## config.mk

```make
export PLATFORM = sky130hd
export DESIGN_NAME = mascn_top
export DESIGN_NICKNAME = d
export VERILOG_FILES = /design/src/verilog/mascn_pkg.sv /design/src/verilog/mascn_top.sv
export SDC_FILE = /design/constraint.sdc
export NUM_CORES = 1
export LEC_CHECK = 0
export ABC_AREA = 1
export BUFFER_PORTS_ARGS = -buffer_cell sky130_fd_sc_hd__buf_2
export CAP_MARGIN = 10
export CORE_MARGIN = 2
export CORE_UTILIZATION = 48
export DETAILED_ROUTE_END_ITERATION = 6
export GPL_ROUTABILITY_DRIVEN = 0
export MAX_ROUTING_LAYER = met4
export PLACE_DENSITY_LB_ADDON = 0.25
export SYNTH_ARGS = -nofsm -noshare
export SYNTH_HDL_FRONTEND = slang
export SYNTH_SLANG_ARGS = --single-unit
```

## constraint.sdc

```tcl
create_clock -name mclk_in -period 7.96 [get_ports mclk_in]
set_clock_uncertainty 0.2 [all_clocks]
set_input_delay 0.398 -clock mclk_in [delete_from_list [all_inputs] [get_ports mclk_in]]
set_output_delay 0.398 -clock mclk_in [all_outputs]
set_load 0.05 [all_outputs]
```

## src/verilog/mascn_pkg.sv

```systemverilog
// Package: register map, fields, reset values and timing of the scan control block
// Function
// - Decode each mapped access to exactly one of eight registers; other addresses get an error response.
// - Identity register returns a read-only code distinct per variant.
// - Configuration holds scanning mode and rear-connector output enable.
// - Status reports channels settled since the last gain change.
// - Gain register holds a 1-or-100 gain choice for each of 32 channels.
// - Channel register names the single channel or the scan start channel.
// - Calibration-memory register is the access point to nonvolatile memory.
// - Control logic sequences scanning automatically; sensor selection and gain follow register writes.
// - Output multiplexer routes exactly one of 32 channels or the sensor.
// - Settled is true from reset and, after a gain change, only after the variant settling interval.
package mascn_pkg;
	localparam logic [7:0] MASCN_OFS_ID = 8'h00;
	localparam logic [7:0] MASCN_OFS_CFG = 8'h04;
	localparam logic [7:0] MASCN_OFS_STAT = 8'h08;
	localparam logic [7:0] MASCN_OFS_CAL = 8'h0C;
	localparam logic [7:0] MASCN_OFS_GAIN = 8'h10;
	localparam logic [7:0] MASCN_OFS_CHAN = 8'h14;
	localparam logic [7:0] MASCN_OFS_IRQST = 8'h18;
	localparam logic [7:0] MASCN_OFS_IRQMSK = 8'h1C;
	// Configuration fields
	localparam int MASCN_CFG_SCAN_BIT = 0;
	localparam int MASCN_CFG_REAR_BIT = 1;
	localparam int MASCN_CFG_CJ_BIT = 2;
	localparam int MASCN_CFG_CJSCAN_BIT = 3;
	// Channel register fields: channel number, and from bit 8 the current scan channel on read
	localparam int MASCN_CHAN_STEP_BIT = 8;
	// Calibration memory access fields
	localparam int MASCN_CAL_ADDR_LSB = 8;
	localparam int MASCN_CAL_WR_BIT = 16;
	// Status and interrupt bits
	localparam int MASCN_ST_SETTLED_BIT = 0;
	localparam int MASCN_ST_ADV_BIT = 1;
	localparam int MASCN_IRQ_SETTLED_BIT = 0;
	localparam int MASCN_IRQ_WRAP_BIT = 1;
	localparam logic [31:0] MASCN_RST_CFG = 32'h0000_0000;
	localparam logic [31:0] MASCN_RST_GAIN = 32'h0000_0000;
	localparam logic [4:0] MASCN_RST_CHAN = 5'h00;
	localparam logic [1:0] MASCN_RESP_OKAY = 2'b00;
	localparam logic [1:0] MASCN_RESP_SLVERR = 2'b10;
	// Identity codes: values are arbitrary
	localparam logic [7:0] MASCN_ID_SLOW = 8'hA1;
	localparam logic [7:0] MASCN_ID_MID = 8'hA2;
	localparam logic [7:0] MASCN_ID_FAST = 8'hA3;
	// Timing
	localparam longint MASCN_CLK_HZ = 200000000;
	localparam longint MASCN_SETTLE_SLOW_MS = 3000;
	localparam longint MASCN_SETTLE_MID_MS = 100;
	localparam longint MASCN_SETTLE_FAST_MS = 1;
	localparam longint MASCN_SETTLE_SLOW_CYC = MASCN_SETTLE_SLOW_MS * (MASCN_CLK_HZ / 1000);
	localparam longint MASCN_SETTLE_MID_CYC = MASCN_SETTLE_MID_MS * (MASCN_CLK_HZ / 1000);
	localparam longint MASCN_SETTLE_FAST_CYC = MASCN_SETTLE_FAST_MS * (MASCN_CLK_HZ / 1000);
	localparam longint MASCN_SCAN_MIN_NS = 3000;
	localparam longint MASCN_SCAN_MIN_CYC = (MASCN_SCAN_MIN_NS * MASCN_CLK_HZ + 999999999) / 1000000000;
	typedef enum logic [1:0] {MASCN_VAR_SLOW = 2'b00, MASCN_VAR_MID = 2'b01, MASCN_VAR_FAST = 2'b10} mascn_variant_t;
	typedef struct packed {
		logic cj_sel;
		logic [4:0] chan;
	} mascn_mux_sel_t;
	typedef struct packed {
		logic [3:0] addr;
		logic [7:0] data;
		logic wr;
	} mascn_cal_req_t;
endpackage

```

## src/verilog/mascn_top.sv

```systemverilog
// Scan control register bank with AXI4-Lite slave, settle timer and output mux select
//
// Decided for this implementation: the address map and the AXI4-Lite register port.
`timescale 1ns/1ps
`default_nettype none
module mascn_top import mascn_pkg::*; #(
	parameter mascn_variant_t VARIANT = MASCN_VAR_SLOW,
	parameter int NUM_CHAN = 32,
	parameter int CAL_DEPTH = 16,
	parameter longint SETTLE_CYC = (VARIANT == MASCN_VAR_SLOW) ? MASCN_SETTLE_SLOW_CYC :
		(VARIANT == MASCN_VAR_MID) ? MASCN_SETTLE_MID_CYC : MASCN_SETTLE_FAST_CYC
) (
	input wire logic mclk_in,
	input wire logic arst_n_in,
	input wire logic [7:0] s_awaddr_in,
	input wire logic s_awvalid_in,
	output logic s_awready_out,
	input wire logic [31:0] s_wdata_in,
	input wire logic [3:0] s_wstrb_in,
	input wire logic s_wvalid_in,
	output logic s_wready_out,
	output logic [1:0] s_bresp_out,
	output logic s_bvalid_out,
	input wire logic s_bready_in,
	input wire logic [7:0] s_araddr_in,
	input wire logic s_arvalid_in,
	output logic s_arready_out,
	output logic [31:0] s_rdata_out,
	output logic [1:0] s_rresp_out,
	output logic s_rvalid_out,
	input wire logic s_rready_in,
	input wire logic scan_step_in,
	output mascn_mux_sel_t mux_sel_out,
	output logic [NUM_CHAN-1:0] gain_hi_out,
	output logic rear_conn_en_out,
	output logic settled_out,
	output logic irq_out
);
	// ****************************************************************
	// Reset synchroniser
	// ****************************************************************
	logic rst_s1_reg;
	logic rst_n_reg;
	always_ff @(posedge mclk_in or negedge arst_n_in) begin
		if (!arst_n_in) begin
			rst_s1_reg <= 1'b0;
			rst_n_reg <= 1'b0;
		end else begin
			rst_s1_reg <= 1'b1;
			rst_n_reg <= rst_s1_reg;
		end
	end

	// ****************************************************************
	// Step input: three flops, a rising change counts when second and third agree
	// ****************************************************************
	logic [2:0] step_sync_reg;
	logic step_level_reg;
	logic step_fire;
	always_ff @(posedge mclk_in or negedge rst_n_reg) begin
		if (!rst_n_reg) begin
			step_sync_reg <= 3'b000;
			step_level_reg <= 1'b0;
		end else begin
			step_sync_reg <= {step_sync_reg[1:0], scan_step_in};
			if (step_sync_reg[1] == step_sync_reg[2])
				step_level_reg <= step_sync_reg[2];
		end
	end
	assign step_fire = (step_sync_reg[1] == step_sync_reg[2]) && step_sync_reg[2] && !step_level_reg;

	function automatic logic [31:0] mascn_merge(input logic [31:0] old, input logic [31:0] wd, input logic [3:0] be);
		logic [31:0] r;
		r = old;
		for (int i = 0; i < 4; i++) begin
			if (be[i])
				r[i*8 +: 8] = wd[i*8 +: 8];
		end
		return r;
	endfunction

	// ****************************************************************
	// AXI4-Lite write and read channels
	// ****************************************************************
	logic aw_have_reg, aw_have_next;
	logic w_have_reg, w_have_next;
	logic [7:0] awaddr_reg, awaddr_next;
	logic [31:0] wdata_reg, wdata_next;
	logic [3:0] wstrb_reg, wstrb_next;
	logic bvalid_reg, bvalid_next;
	logic [1:0] bresp_reg, bresp_next;
	logic rvalid_reg, rvalid_next;
	logic [31:0] rdata_reg, rdata_next;
	logic [1:0] rresp_reg, rresp_next;
	logic wr_do, rd_do;
	logic aw_rdy_reg, aw_rdy_next, w_rdy_reg, w_rdy_next, ar_rdy_reg, ar_rdy_next;
	logic [31:0] cfg_reg, cfg_next;
	logic [31:0] gain_reg, gain_next;
	logic [4:0] chan_reg, chan_next;
	logic [4:0] sel_reg, sel_next;
	logic [1:0] irq_st_reg, irq_st_next;
	logic [1:0] irq_msk_reg, irq_msk_next;
	logic [7:0] cal_mem [CAL_DEPTH];
	logic [7:0] cal_rd_reg, cal_rd_next;
	logic [3:0] cal_addr_reg, cal_addr_next;
	mascn_cal_req_t cal_req;
	logic [31:0] settle_cnt_reg, settle_cnt_next;
	logic settled_reg, settled_next;
	logic [15:0] step_gap_reg, step_gap_next;
	logic scan_wrap;

	assign wr_do = aw_have_reg && w_have_reg && !bvalid_reg;
	assign rd_do = s_arvalid_in && ar_rdy_reg;

	function automatic logic mascn_known(input logic [7:0] a);
		return a == MASCN_OFS_ID || a == MASCN_OFS_CFG || a == MASCN_OFS_STAT || a == MASCN_OFS_CAL ||
			a == MASCN_OFS_GAIN || a == MASCN_OFS_CHAN || a == MASCN_OFS_IRQST || a == MASCN_OFS_IRQMSK;
	endfunction

	always_comb begin
		aw_have_next = aw_have_reg;
		w_have_next = w_have_reg;
		awaddr_next = awaddr_reg;
		wdata_next = wdata_reg;
		wstrb_next = wstrb_reg;
		bvalid_next = bvalid_reg;
		bresp_next = bresp_reg;
		if (s_awvalid_in && aw_rdy_reg) begin
			aw_have_next = 1'b1;
			awaddr_next = s_awaddr_in;
		end
		if (s_wvalid_in && w_rdy_reg) begin
			w_have_next = 1'b1;
			wdata_next = s_wdata_in;
			wstrb_next = s_wstrb_in;
		end
		if (wr_do) begin
			aw_have_next = 1'b0;
			w_have_next = 1'b0;
			bvalid_next = 1'b1;
			bresp_next = (mascn_known(awaddr_reg) && awaddr_reg != MASCN_OFS_ID && awaddr_reg != MASCN_OFS_STAT) ?
				MASCN_RESP_OKAY : MASCN_RESP_SLVERR;
		end else if (bvalid_reg && s_bready_in) begin
			bvalid_next = 1'b0;
		end
		// Hold off a new address or data beat until the pending response is taken
		aw_rdy_next = !aw_have_next && !bvalid_next;
		w_rdy_next = !w_have_next && !bvalid_next;
	end

	always_comb begin
		rvalid_next = rvalid_reg;
		rdata_next = rdata_reg;
		rresp_next = rresp_reg;
		if (rd_do) begin
			rvalid_next = 1'b1;
			rresp_next = MASCN_RESP_OKAY;
			rdata_next = 32'h0000_0000;
			case (s_araddr_in)
				MASCN_OFS_ID: rdata_next[7:0] = (VARIANT == MASCN_VAR_SLOW) ? MASCN_ID_SLOW :
					(VARIANT == MASCN_VAR_MID) ? MASCN_ID_MID : MASCN_ID_FAST;
				MASCN_OFS_CFG: rdata_next = cfg_reg;
				MASCN_OFS_STAT: begin
					rdata_next[MASCN_ST_SETTLED_BIT] = settled_reg;
					rdata_next[MASCN_ST_ADV_BIT] = step_gap_reg != 16'h0000;
				end
				MASCN_OFS_CAL: rdata_next = {15'h0000, 1'b0, 4'h0, cal_addr_reg, cal_rd_reg};
				MASCN_OFS_GAIN: rdata_next = gain_reg;
				MASCN_OFS_CHAN: rdata_next = {19'h00000, sel_reg, 3'h0, chan_reg};
				MASCN_OFS_IRQST: rdata_next[1:0] = irq_st_reg;
				MASCN_OFS_IRQMSK: rdata_next[1:0] = irq_msk_reg;
				default: rresp_next = MASCN_RESP_SLVERR;
			endcase
		end else if (rvalid_reg && s_rready_in) begin
			rvalid_next = 1'b0;
		end
		ar_rdy_next = !rvalid_next;
	end

	// ****************************************************************
	// Registers, scan sequencer and settle timer
	// ****************************************************************
	assign cal_req = '{addr: wdata_reg[MASCN_CAL_ADDR_LSB +: 4], data: wdata_reg[7:0], wr: wdata_reg[MASCN_CAL_WR_BIT]};
	assign scan_wrap = step_fire && cfg_reg[MASCN_CFG_SCAN_BIT] && sel_reg == 5'(NUM_CHAN - 1);

	always_comb begin
		cfg_next = cfg_reg;
		gain_next = gain_reg;
		chan_next = chan_reg;
		sel_next = sel_reg;
		cal_addr_next = cal_addr_reg;
		cal_rd_next = cal_mem[cal_addr_reg];
		settle_cnt_next = settle_cnt_reg;
		settled_next = settled_reg;
		step_gap_next = (step_gap_reg != 16'h0000) ? step_gap_reg - 16'h0001 : 16'h0000;
		irq_msk_next = irq_msk_reg;
		irq_st_next = irq_st_reg;
		if (rd_do && s_araddr_in == MASCN_OFS_IRQST)
			irq_st_next = 2'b00;
		// count down, settled only once the full interval has elapsed
		if (settle_cnt_reg != 32'h0000_0000) begin
			settle_cnt_next = settle_cnt_reg - 32'h0000_0001;
			if (settle_cnt_reg == 32'h0000_0001) begin
				settled_next = 1'b1;
				irq_st_next[MASCN_IRQ_SETTLED_BIT] = 1'b1;
			end
		end
		// hardware stepping, no register write per step
		if (step_fire && cfg_reg[MASCN_CFG_SCAN_BIT]) begin
			sel_next = scan_wrap ? 5'h00 : sel_reg + 5'h01;
			step_gap_next = 16'(MASCN_SCAN_MIN_CYC);
		end
		if (scan_wrap)
			irq_st_next[MASCN_IRQ_WRAP_BIT] = 1'b1;
		if (wr_do) begin
			case (awaddr_reg)
				MASCN_OFS_CFG: cfg_next = mascn_merge(cfg_reg, wdata_reg, wstrb_reg) & 32'h0000_000F;
				MASCN_OFS_GAIN: begin
					gain_next = mascn_merge(gain_reg, wdata_reg, wstrb_reg);
					if (gain_next != gain_reg) begin
						settled_next = 1'b0;
						settle_cnt_next = 32'(SETTLE_CYC);
					end
				end
				MASCN_OFS_CHAN: begin
					chan_next = wdata_reg[4:0];
					sel_next = wdata_reg[4:0];
				end
				MASCN_OFS_CAL: cal_addr_next = cal_req.addr;
				MASCN_OFS_IRQMSK: irq_msk_next = wdata_reg[1:0];
				default: ;
			endcase
		end
	end

	always_ff @(posedge mclk_in) begin
		if (wr_do && awaddr_reg == MASCN_OFS_CAL && cal_req.wr)
			cal_mem[cal_req.addr] <= cal_req.data;
	end

	always_ff @(posedge mclk_in or negedge rst_n_reg) begin
		if (!rst_n_reg) begin
			aw_have_reg <= 1'b0;
			w_have_reg <= 1'b0;
			awaddr_reg <= 8'h00;
			wdata_reg <= 32'h0000_0000;
			wstrb_reg <= 4'h0;
			bvalid_reg <= 1'b0;
			bresp_reg <= MASCN_RESP_OKAY;
			rvalid_reg <= 1'b0;
			rdata_reg <= 32'h0000_0000;
			rresp_reg <= MASCN_RESP_OKAY;
			aw_rdy_reg <= 1'b1;
			w_rdy_reg <= 1'b1;
			ar_rdy_reg <= 1'b1;
			cfg_reg <= MASCN_RST_CFG;
			gain_reg <= MASCN_RST_GAIN;
			chan_reg <= MASCN_RST_CHAN;
			sel_reg <= MASCN_RST_CHAN;
			cal_addr_reg <= 4'h0;
			cal_rd_reg <= 8'h00;
			settle_cnt_reg <= 32'h0000_0000;
			settled_reg <= 1'b1;
			step_gap_reg <= 16'h0000;
			irq_st_reg <= 2'b00;
			irq_msk_reg <= 2'b00;
		end else begin
			aw_have_reg <= aw_have_next;
			w_have_reg <= w_have_next;
			awaddr_reg <= awaddr_next;
			wdata_reg <= wdata_next;
			wstrb_reg <= wstrb_next;
			bvalid_reg <= bvalid_next;
			bresp_reg <= bresp_next;
			rvalid_reg <= rvalid_next;
			rdata_reg <= rdata_next;
			rresp_reg <= rresp_next;
			aw_rdy_reg <= aw_rdy_next;
			w_rdy_reg <= w_rdy_next;
			ar_rdy_reg <= ar_rdy_next;
			cfg_reg <= cfg_next;
			gain_reg <= gain_next;
			chan_reg <= chan_next;
			sel_reg <= sel_next;
			cal_addr_reg <= cal_addr_next;
			cal_rd_reg <= cal_rd_next;
			settle_cnt_reg <= settle_cnt_next;
			settled_reg <= settled_next;
			step_gap_reg <= step_gap_next;
			irq_st_reg <= irq_st_next;
			irq_msk_reg <= irq_msk_next;
		end
	end

	// ****************************************************************
	// Outputs, all registered
	// ****************************************************************
	mascn_mux_sel_t mux_sel_reg, mux_sel_next;
	logic irq_reg;
	always_comb begin
		// sensor selection overrides the channel, so one source at a time
		mux_sel_next.cj_sel = cfg_next[MASCN_CFG_CJ_BIT];
		mux_sel_next.chan = sel_next;
	end
	always_ff @(posedge mclk_in or negedge rst_n_reg) begin
		if (!rst_n_reg) begin
			mux_sel_reg <= '{cj_sel: 1'b0, chan: 5'h00};
			irq_reg <= 1'b0;
		end else begin
			mux_sel_reg <= mux_sel_next;
			irq_reg <= |(irq_st_next & irq_msk_next);
		end
	end

	assign s_awready_out = aw_rdy_reg;
	assign s_wready_out = w_rdy_reg;
	assign s_bvalid_out = bvalid_reg;
	assign s_bresp_out = bresp_reg;
	assign s_arready_out = ar_rdy_reg;
	assign s_rvalid_out = rvalid_reg;
	assign s_rdata_out = rdata_reg;
	assign s_rresp_out = rresp_reg;
	assign mux_sel_out = mux_sel_reg;
	assign gain_hi_out = gain_reg[NUM_CHAN-1:0];
	assign rear_conn_en_out = cfg_reg[MASCN_CFG_REAR_BIT];
	assign settled_out = settled_reg;
	assign irq_out = irq_reg;
endmodule // mascn_top
`default_nettype wire

```

==> flow_summary.ini <==
[synth]
synth_cell_types = 44
ys_seq_area_frac = 0.583
synth_flop_cell = dfrtp_1
async_reset_ff_frac = 0.613
synth-edff-count = 128
netlist_area_um2 = 15300
synth_area_leaders = dfrtp_1, edfxtp_1, nand2_1
avgSynthCellArea_um2 = 9.27
ys_seq_elements = 331
synth_top_area_share = 0.325
yosys_warnings = 0
synthTopCellsByCount = nand2_1, dfrtp_1, inv_1, o21ai_0, nor2_1
yosysTopAreaCell = dfrtp_1
post-synth-top-count-cell = nand2_1
syn_inst = 1651

[clock_tree]
h-tree-depth = 2
clock_sinks = 331
cts_resized = 0
tritoncts = built
clk_pin_slew_ps = 60
clk_latency_ps = 540
clock_path_buffers = 3
cts-root-buf = clkbuf_16
cts_buffers = 37
postCtsHoldBufs = 51
post_cts_buffers = 0

[routing]
routedWlPerCell_um = 17.3
drtIter0Drc = 1202
via_per_inst = 5.35
ant_nets = 0
drcViolationCount = 0
firstDrtPassIters = 5
routed-via-count = 12000
drt-total-wl_um = 38900

[power]
p_per_area_nw_per_um2 = 334
ir_worst_vdd_uv = 291
finalPower_mw = 6.01
p_leak_nw = 7.78

[sta]
setup_viol_count_final = 0
tns_ps = 0
finalCritPeriodShare = 0.367
worst_slew_pin_slew_ps = 1120
hold-worst-slack_ps = 61.5
period_minus_slack_ps = 2920
layout_setup_ws_ps = 5040
slew_viol_final = 0
rsz0062_at_grt = false
fmax_mhz = 343
final-hold-violation-count = 0
slew_headroom = 0.252

[cells_and_area]
nNetsFinal = 1884
n_fill_cell = 2670
area_growth_pct = 17.4
fin_cells = 2248
final_cell_area_um2 = 18000
largest_reg_flops = 128
antenna_cells = 0
fin_util = 0.571
largest_register = cal_mem
final_layout_size_suffix_gt1_frac = 0.141

[floorplanning]
fp.dieH_um = 183
io_pins = 142
rows = 65
coreArea_um2 = 31500
initial_core_util = 0.486
die-area_um2 = 33300
chipWidth_um = 183

[run]
max_cap_violations = 0

[placed_design]
place_ws_ps = 5070
placed_area_um2 = 16200
dp.final_hpwl_um = 25500
placed_cells = 2129
port_buffers = 139

[setup_path]
rrSetupSlack_ps = 5040
cp.required_ps = 7910
worst_setup_path_end_kind = flip-flop
crit_type = flip-flop to flip-flop
crit_path_max_fanout = 8
cp_data_arrival_time_ps = 2870
critPathLaunchType = flip-flop

[global_routing]
antenna_found_initial = 0
grt_max_degree = 167
grt_use_total = 0.242
grt_pass1_vias = 11500
grt-ovfl-total = 0
grt_pass1_wl_um = 61400

[hold_path]
hp-class = primary input to flip-flop

[status]
status = finished clean
critical path: stages, from the launching register on:
cell,delay (ps)
dfrtp_1,380
inv_1,80
nand3_1,180
nor3_1,460
nand2_1,210
nor2_1,210
nand3_1,170
nor2_1,630
power by group:
group	internal (mW)	switching, mW
Sequential	2.17	0.493
Combinational	0.515	1.10
Clock	1.03	0.700
layout by cell type, fill, tap and decap left out, types with 2 or more instances in the layout:
| master | synthesis | layout |
|---|---|---|
| a21oi_2 | 20 | 20 |
| xor2_1 | 17 | 17 |
| nand3_1 | 90 | 90 |
| buf_4 | 5 | 4 |
| bufinv_16 | 0 | 2 |
| nand2_1 | 404 | 403 |
| o211ai_1 | 33 | 33 |
| ha_1 | 7 | 7 |
| o31ai_1 | 20 | 20 |
| nand3_2 | 9 | 9 |
| inv_2 | 4 | 5 |
| clkbuf_1 | 37 | 11 |
| nand3b_1 | 2 | 2 |
| clkinv_1 | 2 | 4 |
| buf_2 | 19 | 139 |
| a21oi_1 | 49 | 49 |
| dfstp_2 | 4 | 4 |
| mux2i_1 | 32 | 32 |
| clkbuf_16 | 0 | 38 |
| conb_1 | 2 | 3 |
| nor3_1 | 9 | 9 |
| clkbuf_8 | 0 | 8 |
| nor2_2 | 13 | 13 |
| edfxtp_1 | 128 | 128 |
| o21ai_0 | 170 | 170 |
| clkinv_8 | 0 | 2 |
| o22ai_1 | 5 | 5 |
| nor2_1 | 143 | 143 |
| a31oi_1 | 6 | 6 |
| clkinv_2 | 0 | 2 |
| o21ai_1 | 4 | 4 |
| xnor2_1 | 18 | 18 |
| nand2_2 | 3 | 4 |
| nand4_1 | 5 | 5 |
| inv_1 | 174 | 173 |
| dlygate4sd3_1 | 0 | 51 |
| dfrtp_1 | 199 | 197 |
cells by family (layout without fill, tap and decap cells):
group | Yosys count | in the layout | synth area share
buffers and inverters | 249 | 443 | 0.0669
DFF | 331 | 331 | 0.583
muxes | 33 | 33 | 0.0217
adders and majority gates | 7 | 7 | 0.00572
xor gates and xnor gates | 35 | 35 | 0.0200
AOI/OAI and AO/OA | 311 | 311 | 0.117
other | 2 | 3 | 0.000491
and+or+nand+nor | 683 | 683 | 0.185
final timing paths:
check	startpoint	endpoint	depth (start not counted)
setup / recovery	s_bvalid_out	cal_mem[4][0]	7
hold / removal	s_awvalid_in	awaddr_reg[7]	4
setup reg to reg	s_bvalid_out	cal_mem[4][0]	7
hold reg to reg	rst_n_reg	s_bvalid_out	0
max in group asynchronous	rst_n_reg	step_gap_reg[14]	1
min in group asynchronous	rst_n_reg	s_bvalid_out	0
final cells by class:
cell class              count  area [um2]  share of cell area
flip-flops and latches    331        8930               0.497
clock buffers              57        1100              0.0613
repair buffers            195        1260              0.0699
well taps                 402         503              0.0280
multi-input cells        1072        5360               0.298
clock inverters            11         146             0.00814
inverters                 180         676              0.0376
layer usage:
layer | share of wire | track usage
met5 | 0 | -
met4 | 0.028 | 0.0745
met3 | 0.072 | 0.0415
met2 | 0.44 | 0.358
met1 | 0.46 | 0.343
No activity file was read; power rests on OpenSTA's default activity.
